## src/rtl/bstp_pkg.sv

```systemverilog
package bstp_pkg;

   // Default sizes of the scan chain segments.
   localparam int N_IN_DEF    = 4;
   localparam int N_IO_DEF    = 68;
   localparam int N_MC_DEF    = 64;

   // Instruction register width and opcodes.
   localparam int IR_LEN      = 4;
   localparam logic [IR_LEN-1:0] OP_EXTEST = 4'h0;
   localparam logic [IR_LEN-1:0] OP_SAMPLE = 4'h1;
   localparam logic [IR_LEN-1:0] OP_IDCODE = 4'h2;
   localparam logic [IR_LEN-1:0] OP_HIGHZ  = 4'h3;
   localparam logic [IR_LEN-1:0] OP_BYPASS = 4'hF;

   // Value loaded into the instruction shifter in the capture state.
   localparam logic [IR_LEN-1:0] IR_CAPT   = 4'h1;
   // Instruction in force after reset and in the reset state.
   localparam logic [IR_LEN-1:0] IR_RST    = OP_IDCODE;

   // Width of the identification register.
   localparam int ID_LEN      = 32;
   // Index of each test port pin inside the four-bit pin groups.
   localparam int TP_TCK      = 0;
   localparam int TP_TMS      = 1;
   localparam int TP_TDI      = 2;
   localparam int TP_TDO      = 3;
   // Reset value of the scan cell stages.
   localparam logic [2:0] CELL_RST = 3'h0;

   typedef enum logic [3:0] {
      TLR, RTI, SEL_DR, CAP_DR, SHF_DR, EX1_DR, PAU_DR, EX2_DR, UPD_DR,
      SEL_IR, CAP_IR, SHF_IR, EX1_IR, PAU_IR, EX2_IR, UPD_IR
   } bstp_state_t;

   typedef enum logic [2:0] {
      INS_EXTEST, INS_SAMPLE, INS_IDCODE, INS_HIGHZ, INS_BYPASS
   } bstp_ins_t;

   // Maps an opcode to one of the five instructions; others act as bypass.
   function automatic bstp_ins_t bstp_decode(input logic [IR_LEN-1:0] op);
      case (op)
         OP_EXTEST: return INS_EXTEST;
         OP_SAMPLE: return INS_SAMPLE;
         OP_IDCODE: return INS_IDCODE;
         OP_HIGHZ:  return INS_HIGHZ;
         default:   return INS_BYPASS;
      endcase
   endfunction

endpackage

```

## src/rtl/bstp_cell.sv

```systemverilog
`timescale 1ns/1ps
module bstp_cell
#(
   parameter bit MC = 1'b0
)
(
   input  wire logic clk,
   input  wire logic rstn,
   input  wire logic capture,
   input  wire logic shift,
   input  wire logic update,
   input  wire logic si,
   output logic      so,
   input  wire logic obs_in,
   input  wire logic obs_out,
   input  wire logic obs_oe,
   output logic      upd_out,
   output logic      upd_oe
);
   import bstp_pkg::*;

   logic [2:0] cap;
   logic [2:0] next_cap;
   logic       next_upd_out;
   logic       next_upd_oe;

   // Three capture stages sample, shift or hold; update stages follow them.
   always_comb
   begin
      next_cap     = cap;
      next_upd_out = upd_out;
      next_upd_oe  = upd_oe;
      if (capture)
         next_cap = {obs_oe, obs_out, obs_in};
      else if (shift)
         next_cap = {si, cap[2:1]};
      if (update)
      begin
         next_upd_out = cap[1];
         // A macrocell cell has a single update stage.
         next_upd_oe  = MC ? 1'b0 : cap[2];
      end
   end

   // Registers the cell state.
   always_ff @(posedge clk or negedge rstn)
   begin
      if (!rstn)
      begin
         cap     <= CELL_RST;
         upd_out <= 1'b0;
         upd_oe  <= 1'b0;
      end
      else
      begin
         cap     <= next_cap;
         upd_out <= next_upd_out;
         upd_oe  <= next_upd_oe;
      end
   end

   assign so = cap[0];
endmodule

```

## src/rtl/bstp_top.sv

```systemverilog
// Functional notes
// - Every dedicated input and I/O pin owns a scan cell.
// - Cell count follows 68 I/O, four input pins and 64 macrocells, set by parameter.
// - No test reset pin; power-up reset forces the controller to reset.
// - Instructions: sample/preload, extest, bypass, idcode, highz.
// - With the test port disabled its four pins are plain I/O.
// - Programming enters only through the four serial test port pins.
// - Each cell holds three capture stages and up to two update stages.
// - Pin cells and macrocell cells are two distinct kinds.
// - Cells chain through capture stages from TDI to TDO.
// - Capture stages sample, shift, and load the update stages.
// - The port state machine makes all capture, shift, update strobes.
// - The four test port pins have no ordinary pin scan cell.
// - Optional pull-ups on TMS and TDI chosen at design time.
`timescale 1ns/1ps
module bstp_top
#(
   parameter int          N_IN       = bstp_pkg::N_IN_DEF,
   parameter int          N_IO       = bstp_pkg::N_IO_DEF,
   parameter int          N_MC       = bstp_pkg::N_MC_DEF,
   parameter bit          PULLUP_TMS = 1'b1,
   parameter bit          PULLUP_TDI = 1'b1,
   // Identification value is arbitrary; bit zero must stay one.
   parameter logic [31:0] ID_VALUE   = 32'h0000_0001
)
(
   input  wire logic                 core_clk,
   input  wire logic                 rstn,
   input  wire logic                 test_port_en,
   input  wire logic [3:0]           tp_pin_in,
   output logic [3:0]                tp_pin_out,
   output logic [3:0]                tp_pin_oe,
   input  wire logic [3:0]           tp_out,
   input  wire logic [3:0]           tp_oe,
   output logic [3:0]                tp_gpio_in,
   output logic                      tms_pull_en,
   output logic                      tdi_pull_en,
   input  wire logic [N_IN+N_IO-1:0] pad_in,
   input  wire logic [N_IO-1:0]      core_out,
   input  wire logic [N_IO-1:0]      core_oe,
   output logic [N_IO-1:0]           pad_out,
   output logic [N_IO-1:0]           pad_oe,
   output logic [N_IN+N_IO-1:0]      core_in,
   input  wire logic [N_MC-1:0]      mc_fb,
   input  wire logic [N_MC-1:0]      mc_out,
   input  wire logic [N_MC-1:0]      mc_oe,
   output logic [N_MC-1:0]           mc_fb_core
);
   import bstp_pkg::*;

   localparam int NP = N_IN + N_IO;
   localparam int NC = NP + N_MC;
   localparam int SW = 4 + NP;

   logic [SW-1:0]     sync1;
   logic [SW-1:0]     sync2;
   logic [SW-1:0]     sync3;
   logic [SW-1:0]     pin_q;
   logic [SW-1:0]     next_pin_q;
   logic              tck_rise;
   logic              tck_fall;
   logic              tms;
   logic              tdi;
   bstp_state_t       state;
   bstp_state_t       next_state;
   logic [IR_LEN-1:0] ir;
   logic [IR_LEN-1:0] next_ir;
   logic [IR_LEN-1:0] ir_sr;
   logic [IR_LEN-1:0] next_ir_sr;
   logic              bypass_q;
   logic              next_bypass_q;
   logic [ID_LEN-1:0] id_sr;
   logic [ID_LEN-1:0] next_id_sr;
   logic              tdo_q;
   logic              next_tdo_q;
   logic              tdo_oe_q;
   logic              next_tdo_oe_q;
   bstp_ins_t         ins;
   logic              bsr_sel;
   logic              cap_dr;
   logic              shf_dr;
   logic              upd_dr;
   logic [NC:0]       chain;
   logic [NC-1:0]     upd_out;
   logic [NC-1:0]     upd_oe;
   logic [NP-1:0]     pad_q;
   logic [N_IO-1:0]   next_pad_out;
   logic [N_IO-1:0]   next_pad_oe;
   logic [NP-1:0]     next_core_in;
   logic [N_MC-1:0]   next_mc_fb_core;
   logic [3:0]        next_tp_pin_out;
   logic [3:0]        next_tp_pin_oe;
   logic [3:0]        next_tp_gpio_in;
   logic              next_tms_pull_en;
   logic              next_tdi_pull_en;

   // Next state of the sixteen-state test port sequence.
   function automatic bstp_state_t tap_next(input bstp_state_t s,
                                            input logic t);
      case (s)
         TLR:     return t ? TLR    : RTI;
         RTI:     return t ? SEL_DR : RTI;
         SEL_DR:  return t ? SEL_IR : CAP_DR;
         CAP_DR:  return t ? EX1_DR : SHF_DR;
         SHF_DR:  return t ? EX1_DR : SHF_DR;
         EX1_DR:  return t ? UPD_DR : PAU_DR;
         PAU_DR:  return t ? EX2_DR : PAU_DR;
         EX2_DR:  return t ? UPD_DR : SHF_DR;
         UPD_DR:  return t ? SEL_DR : RTI;
         SEL_IR:  return t ? TLR    : CAP_IR;
         CAP_IR:  return t ? EX1_IR : SHF_IR;
         SHF_IR:  return t ? EX1_IR : SHF_IR;
         EX1_IR:  return t ? UPD_IR : PAU_IR;
         PAU_IR:  return t ? EX2_IR : PAU_IR;
         EX2_IR:  return t ? UPD_IR : SHF_IR;
         UPD_IR:  return t ? SEL_DR : RTI;
         default: return TLR;
      endcase
   endfunction

   // Three-flop synchronisers; a level counts when stages two and three agree.
   always_comb
   begin
      next_pin_q = (sync2 & sync3) | (pin_q & (sync2 ^ sync3));
   end

   // Registers the synchroniser chain.
   always_ff @(posedge core_clk or negedge rstn)
   begin
      if (!rstn)
      begin
         sync1 <= '0;
         sync2 <= '0;
         sync3 <= '0;
         pin_q <= '0;
      end
      else
      begin
         sync1 <= {pad_in, tp_pin_in};
         sync2 <= sync1;
         sync3 <= sync2;
         pin_q <= next_pin_q;
      end
   end

   // Test clock edges are found from the agreed level of the sampled pin.
   assign tck_rise = !pin_q[TP_TCK] && next_pin_q[TP_TCK];
   assign tck_fall = pin_q[TP_TCK] && !next_pin_q[TP_TCK];
   assign tms      = pin_q[TP_TMS];
   assign tdi      = pin_q[TP_TDI];
   assign pad_q    = pin_q[SW-1:4];
   assign ins      = bstp_decode(ir);
   assign bsr_sel  = (ins == INS_EXTEST) || (ins == INS_SAMPLE);

   // Cell strobes come only from the controller state, the instruction and test clock edges.
   assign cap_dr = test_port_en && tck_rise && state == CAP_DR
                   && bsr_sel;
   assign shf_dr = test_port_en && tck_rise && state == SHF_DR && bsr_sel;
   assign upd_dr = test_port_en && tck_fall && state == UPD_DR && bsr_sel;

   // Controller, instruction, bypass, identification and TDO next values.
   always_comb
   begin
      next_state    = state;
      next_ir       = ir;
      next_ir_sr    = ir_sr;
      next_bypass_q = bypass_q;
      next_id_sr    = id_sr;
      next_tdo_q    = tdo_q;
      next_tdo_oe_q = tdo_oe_q;
      if (!test_port_en)
      begin
         next_state    = TLR;
         next_ir       = IR_RST;
         next_tdo_oe_q = 1'b0;
      end
      else
      begin
         if (tck_rise)
         begin
            next_state = tap_next(state, tms);
            case (state)
               CAP_IR:  next_ir_sr = IR_CAPT;
               SHF_IR:  next_ir_sr = {tdi, ir_sr[IR_LEN-1:1]};
               CAP_DR:
               begin
                  next_bypass_q = 1'b0;
                  next_id_sr    = ID_VALUE;
               end
               SHF_DR:
               begin
                  next_bypass_q = tdi;
                  next_id_sr    = {tdi, id_sr[ID_LEN-1:1]};
               end
               default: ;
            endcase
         end
         if (tck_fall)
         begin
            case (state)
               TLR:     next_ir = IR_RST;
               UPD_IR:  next_ir = ir_sr;
               default: ;
            endcase
            next_tdo_oe_q = (state == SHF_DR) || (state == SHF_IR);
            if (state == SHF_IR)
               next_tdo_q = ir_sr[0];
            else if (ins == INS_IDCODE)
               next_tdo_q = id_sr[0];
            else if (bsr_sel)
               next_tdo_q = chain[0];
            else
               next_tdo_q = bypass_q;
         end
      end
   end

   // Power-up reset puts the controller in its reset state.
   always_ff @(posedge core_clk or negedge rstn)
   begin
      if (!rstn)
      begin
         state    <= TLR;
         ir       <= IR_RST;
         ir_sr    <= IR_CAPT;
         bypass_q <= 1'b0;
         id_sr    <= '0;
         tdo_q    <= 1'b0;
         tdo_oe_q <= 1'b0;
      end
      else
      begin
         state    <= next_state;
         ir       <= next_ir;
         ir_sr    <= next_ir_sr;
         bypass_q <= next_bypass_q;
         id_sr    <= next_id_sr;
         tdo_q    <= next_tdo_q;
         tdo_oe_q <= next_tdo_oe_q;
      end
   end

   // Pin cells come first in the chain, macrocell cells nearest to TDI.
   assign chain[NC] = tdi;
   genvar gi;
   generate
      for (gi = 0; gi < NC; gi++)
      begin : g_cell
         logic o_val;
         logic o_en;
         logic i_val;
         if (gi < N_IN)
         begin : g_in
            assign i_val = pad_q[gi];
            assign o_val = 1'b0;
            assign o_en  = 1'b0;
         end
         else if (gi < NP)
         begin : g_io
            assign i_val = pad_q[gi];
            assign o_val = core_out[gi-N_IN];
            assign o_en  = core_oe[gi-N_IN];
         end
         else
         begin : g_mc
            assign i_val = mc_fb[gi-NP];
            assign o_val = mc_out[gi-NP];
            assign o_en  = mc_oe[gi-NP];
         end
         bstp_cell #(.MC(gi >= NP)) u_cell (
            .clk     (core_clk),
            .rstn    (rstn),
            .capture (cap_dr),
            .shift   (shf_dr),
            .update  (upd_dr),
            .si      (chain[gi+1]),
            .so      (chain[gi]),
            .obs_in  (i_val),
            .obs_out (o_val),
            .obs_oe  (o_en),
            .upd_out (upd_out[gi]),
            .upd_oe  (upd_oe[gi])
         );
      end
   endgenerate

   // Pin, core and test port outputs; test port pins bypass the cells.
   always_comb
   begin
      next_core_in    = pad_q;
      next_pad_out    = core_out;
      next_pad_oe     = core_oe;
      next_mc_fb_core = mc_fb;
      next_tms_pull_en = test_port_en && PULLUP_TMS;
      next_tdi_pull_en = test_port_en && PULLUP_TDI;
      if (ins == INS_EXTEST)
      begin
         next_core_in    = upd_out[NP-1:0];
         next_pad_out    = upd_out[NP-1:N_IN];
         next_pad_oe     = upd_oe[NP-1:N_IN];
         next_mc_fb_core = upd_out[NC-1:NP];
      end
      else if (ins == INS_HIGHZ)
         next_pad_oe = '0;
      if (test_port_en)
      begin
         next_tp_pin_out = {tdo_q, 3'h0};
         next_tp_pin_oe  = {tdo_oe_q, 3'h0};
         next_tp_gpio_in = 4'h0;
      end
      else
      begin
         next_tp_pin_out = tp_out;
         next_tp_pin_oe  = tp_oe;
         next_tp_gpio_in = pin_q[3:0];
      end
   end

   // Registers every top-level output.
   always_ff @(posedge core_clk or negedge rstn)
   begin
      if (!rstn)
      begin
         core_in     <= '0;
         pad_out     <= '0;
         pad_oe      <= '0;
         mc_fb_core  <= '0;
         tp_pin_out  <= 4'h0;
         tp_pin_oe   <= 4'h0;
         tp_gpio_in  <= 4'h0;
         tms_pull_en <= 1'b0;
         tdi_pull_en <= 1'b0;
      end
      else
      begin
         core_in     <= next_core_in;
         pad_out     <= next_pad_out;
         pad_oe      <= next_pad_oe;
         mc_fb_core  <= next_mc_fb_core;
         tp_pin_out  <= next_tp_pin_out;
         tp_pin_oe   <= next_tp_pin_oe;
         tp_gpio_in  <= next_tp_gpio_in;
         tms_pull_en <= next_tms_pull_en;
         tdi_pull_en <= next_tdi_pull_en;
      end
   end
endmodule

```

## config.mk

```make
export PLATFORM = sky130hd
export DESIGN_NAME = bstp_top
export DESIGN_NICKNAME = d
export VERILOG_FILES = /design/src/rtl/bstp_pkg.sv /design/src/rtl/bstp_cell.sv /design/src/rtl/bstp_top.sv
export SDC_FILE = /design/constraint.sdc
export NUM_CORES = 2
export LEC_CHECK = 0
export ABC_AREA = 0
export BUFFER_PORTS_ARGS = -buffer_cell sky130_fd_sc_hd__buf_2
export CAP_MARGIN = 20
export CELL_PAD_IN_SITES_DETAIL_PLACEMENT = 1
export CELL_PAD_IN_SITES_GLOBAL_PLACEMENT = 2
export CORE_MARGIN = 4
export CORE_UTILIZATION = 40
export DETAILED_ROUTE_END_ITERATION = 6
export PLACE_DENSITY_LB_ADDON = 0.1
export SKIP_LAST_GASP = 1
export SYNTH_ARGS = -nofsm -noshare
export SYNTH_HDL_FRONTEND = slang
export SYNTH_SLANG_ARGS = --single-unit
```

## constraint.sdc

```tcl
create_clock -name core_clk -period 5.9 [get_ports core_clk]
set_input_delay 0.59 -clock core_clk [delete_from_list [all_inputs] [get_ports core_clk]]
set_output_delay 0.59 -clock core_clk [all_outputs]
set_load 0.005 [all_outputs]
```

==> results.toml <==
[hold_path]
min_from = "tp_out[0]"
holdPathStages = 2
hp-class = "in2reg"
min_to = "tp_pin_out[0]$_DFF_PN0_"

[placed_design]
placed_cells = 6380
port_buffers = 700
pre_cts_slack_ns = 2.37
dp_hpwl_um = 91600
gp_congestion = 0.791

[timing]
rsz0062_at_grt = "no"
clock-skew-final_ns = 0.0192
post-route-period-util = 0.563
setup_viol = 0
finalMaxSlewViolations = 0
period_needed_ns = 3.32
setup_slack_ns = 2.58
finalHoldViolCount = 0
tightest_slew_ns = 1.28
max_freq_ghz = 0.301
setup_tns_ns = 0
timing.slew.headroom = 0.147

[synthesis]
ys_types = 43
yosysWarnings = 0
synth_commonest_cells = "nand2_1, dfrtp_1, nor2_1"
ys_seq_area_frac = 0.662
synthesis.nets = 4888
synth_edf_count = 0
synth_area_per_cell_um2 = 10.7
yosys.cell_count.top_type = "nand2_1"
synthFlopType = "dfrtp_1"
synthTopCellsByArea = "dfrtp_1, nand2_1, a31oi_1"
ys_async_sr_fraction = 1.00
synthesis.area_um2 = 47200
ys_ff_latch = 1247
yosys.area.top_type = "dfrtp_1"
yosys.area.top_type_share = 0.660
synth_cells = 4397

[global_route]
overflow = 0
grt_first_pass_wirelength_um = 220000
grt_start_max_net_pins = 226
antenna_found_initial = 40
grt_pass1_vias = 36100
grt.total_usage = 0.230

[clocking]
cts-buffers-inserted = 140
clockRootBuffer = "clkbuf_16"
cts_buffer_depth = 3
clk_pin_slew_ns = 0.06
cts.sinks = 1247
clkLatencyLatePin_ns = 0.73
post_cts_resized = 0
htree_levels = 4
cts_tree = "done"

[pwr]
p_total_mw = 18.6
power.share.combinational = 0.048
p_leak_nw = 28.0
internal_power_mw = 14.4
ir_worst_vdd_mv = 0.259
switching_share = 0.226
clkPwrFrac = 0.467
power_density_nw_per_um2 = 323
switchingPower_mw = 4.20
seqPwrFrac = 0.485

[die]
initial_core_util = 0.404
die_y_um = 351
die_area_um2 = 124000
core_area_um2 = 117000
die_w_um = 351
ios = 701
row_count = 125

[finish]
final_cells = 6718
postLayoutCoreUtil = 0.492
fill_cells = 12800
regArea_um2 = 31200
multi_input_area_um2 = 14800
area_delta_synth_final_pct = 21.7
layout.nets = 5568
drive_above_1_share = 0.227

[drt]
drc = 0
avgViaCountPerCell = 5.09
vias = 34200
drtIter0Drc = 2295
routed_wl_um = 143000
dr.pass1.iters = 4
wl_per_cell_um = 21.3
ant_nets = 0

[setup_path]
endpoint_kind = "register"
r2r_slack_ns = 2.58
crit_buf_inv = 2
critPathSlowestCell = "dfrtp_1"
worstSetupStartpointType = "register"
r2r_end = "g_cell[79].u_cell.cap[2]$_DFFE_PN0P_"
reg2reg_depth = 6
cp_max_fo = 128
worstPathRequired_ns = 6.53
path_delay_family = "buffers and inverters"
slowest_delay_ns = 0.71
arrival_ns = 3.96
path_class = "reg2reg"
timing.rr.start = "state[2]$_DFFE_PN0P_"
path_cells = "or3b_1 > a2111oi_4 > buf_12 > buf_4 > nor2_1 > a31oi_1"

[flow_run]
drv_cap = 0

[run_status]
status = "finished, final reports clean"
==> routing by layer <==
layer / global-route usage / up-vias / wire [µm]
met3: 0.0441 / 215 / 7240
met4: 0.0753 / 8 / 3820
li1: - / 15900 / -
met1: 0.320 / 17300 / 64800
met5: 0 / - / 64
met2: 0.366 / 756 / 67100
==> layout make-up <==
class,instances,area share
diodes,22,0.000959
clock buffers,198,0.0714
clock inverters,39,0.00789
inverters,14,0.000915
multi-input cells,2857,0.257
flip-flops and latches,1247,0.544
well taps,1524,0.0332
repair buffers,817,0.0847
==> power by group through the flow <==
stage	clock, mW	combinational [mW]	sequential [mW]
floorplan	0	0.236	9.09
global placement	0	0.860	9.14
detailed placement	0	0.874	9.14
CTS	8.89	0.927	9.00
global route	9.29	1.02	9.01
finish	8.66	0.898	8.99
==> sequential cells by signal, summed over array words and instances, names as in the netlist, 72 cells and up <==
name                   cells
g_cell.u_cell.cap        408
g_cell.u_cell.upd_out    136
pin_q                     76
sync1                     76
sync2                     76
sync3                     76
core_in                   72
==> placed cells by master (no fill, tap or decap), types with 23 or more instances in the layout <==
| cell | instances |
|---|---|
| a22o_1 | 31 |
| a31oi_1 | 407 |
| clkbuf_16 | 145 |
| clkbuf_1 | 26 |
| mux2_2 | 207 |
| clkinv_2 | 23 |
| buf_2 | 699 |
| a21o_1 | 76 |
| nor2_1 | 407 |
| clkbuf_8 | 27 |
| dlygate4sd3_1 | 77 |
| nand2_1 | 1495 |
| ha_1 | 76 |
| dfrtp_1 | 1245 |
| a21oi_1 | 73 |
==> cell families (layout without fill, tap and decap cells) <==
logic type,Yosys count,in the layout,synth area share
AO/OA/AOI/OAI,619,619,0.0843
adder cells (fa/ha/maj),76,76,0.0202
buffers and inverters,293,1068,0.0262
flip-flops,1247,1247,0.662
multiplexers,208,208,0.0496
other,0,22,0
AND/OR/NAND/NOR,1954,1954,0.158
==> per-stage QoR <==
stage	instance area [µm²]	hold WS (ns)
2_1_floorplan	47200	0.294
3_3_place_gp	52000	0.332
3_5_place_dp	52000	0.336
4_1_cts	57300	0.0183
5_1_grt	57400	0.0432
6_report	57400	0.0844
==> worst max-delay path by stage <==
stage | cells past startpoint | from | endpoint | slack [ns]
after global routing | 6 | state[2]$_DFFE_PN0P_ | g_cell[132].u_cell.cap[2]$_DFFE_PN0P_ | 2.30
final | 6 | state[2]$_DFFE_PN0P_ | g_cell[79].u_cell.cap[2]$_DFFE_PN0P_ | 2.58
after global placement | 7 | test_port_en | g_cell[78].u_cell.cap[1]$_DFFE_PN0P_ | 2.47
after detailed placement | 7 | test_port_en | g_cell[130].u_cell.cap[0]$_DFFE_PN0P_ | 2.37
after floorplan | 7 | test_port_en | g_cell[0].u_cell.cap[0]$_DFFE_PN0P_ | 3.67
after CTS | 6 | state[2]$_DFFE_PN0P_ | g_cell[130].u_cell.cap[0]$_DFFE_PN0P_ | 2.61
==> repair_timing <==
| item | CTS | global route |
|---|---|---|
| endpoints found under the hold margin | 154 | 0 |
| hold buffers | 77 | 0 |
| setup buffers | 0 | 0 |
Note: power is estimated with default switching activity, not from simulation.
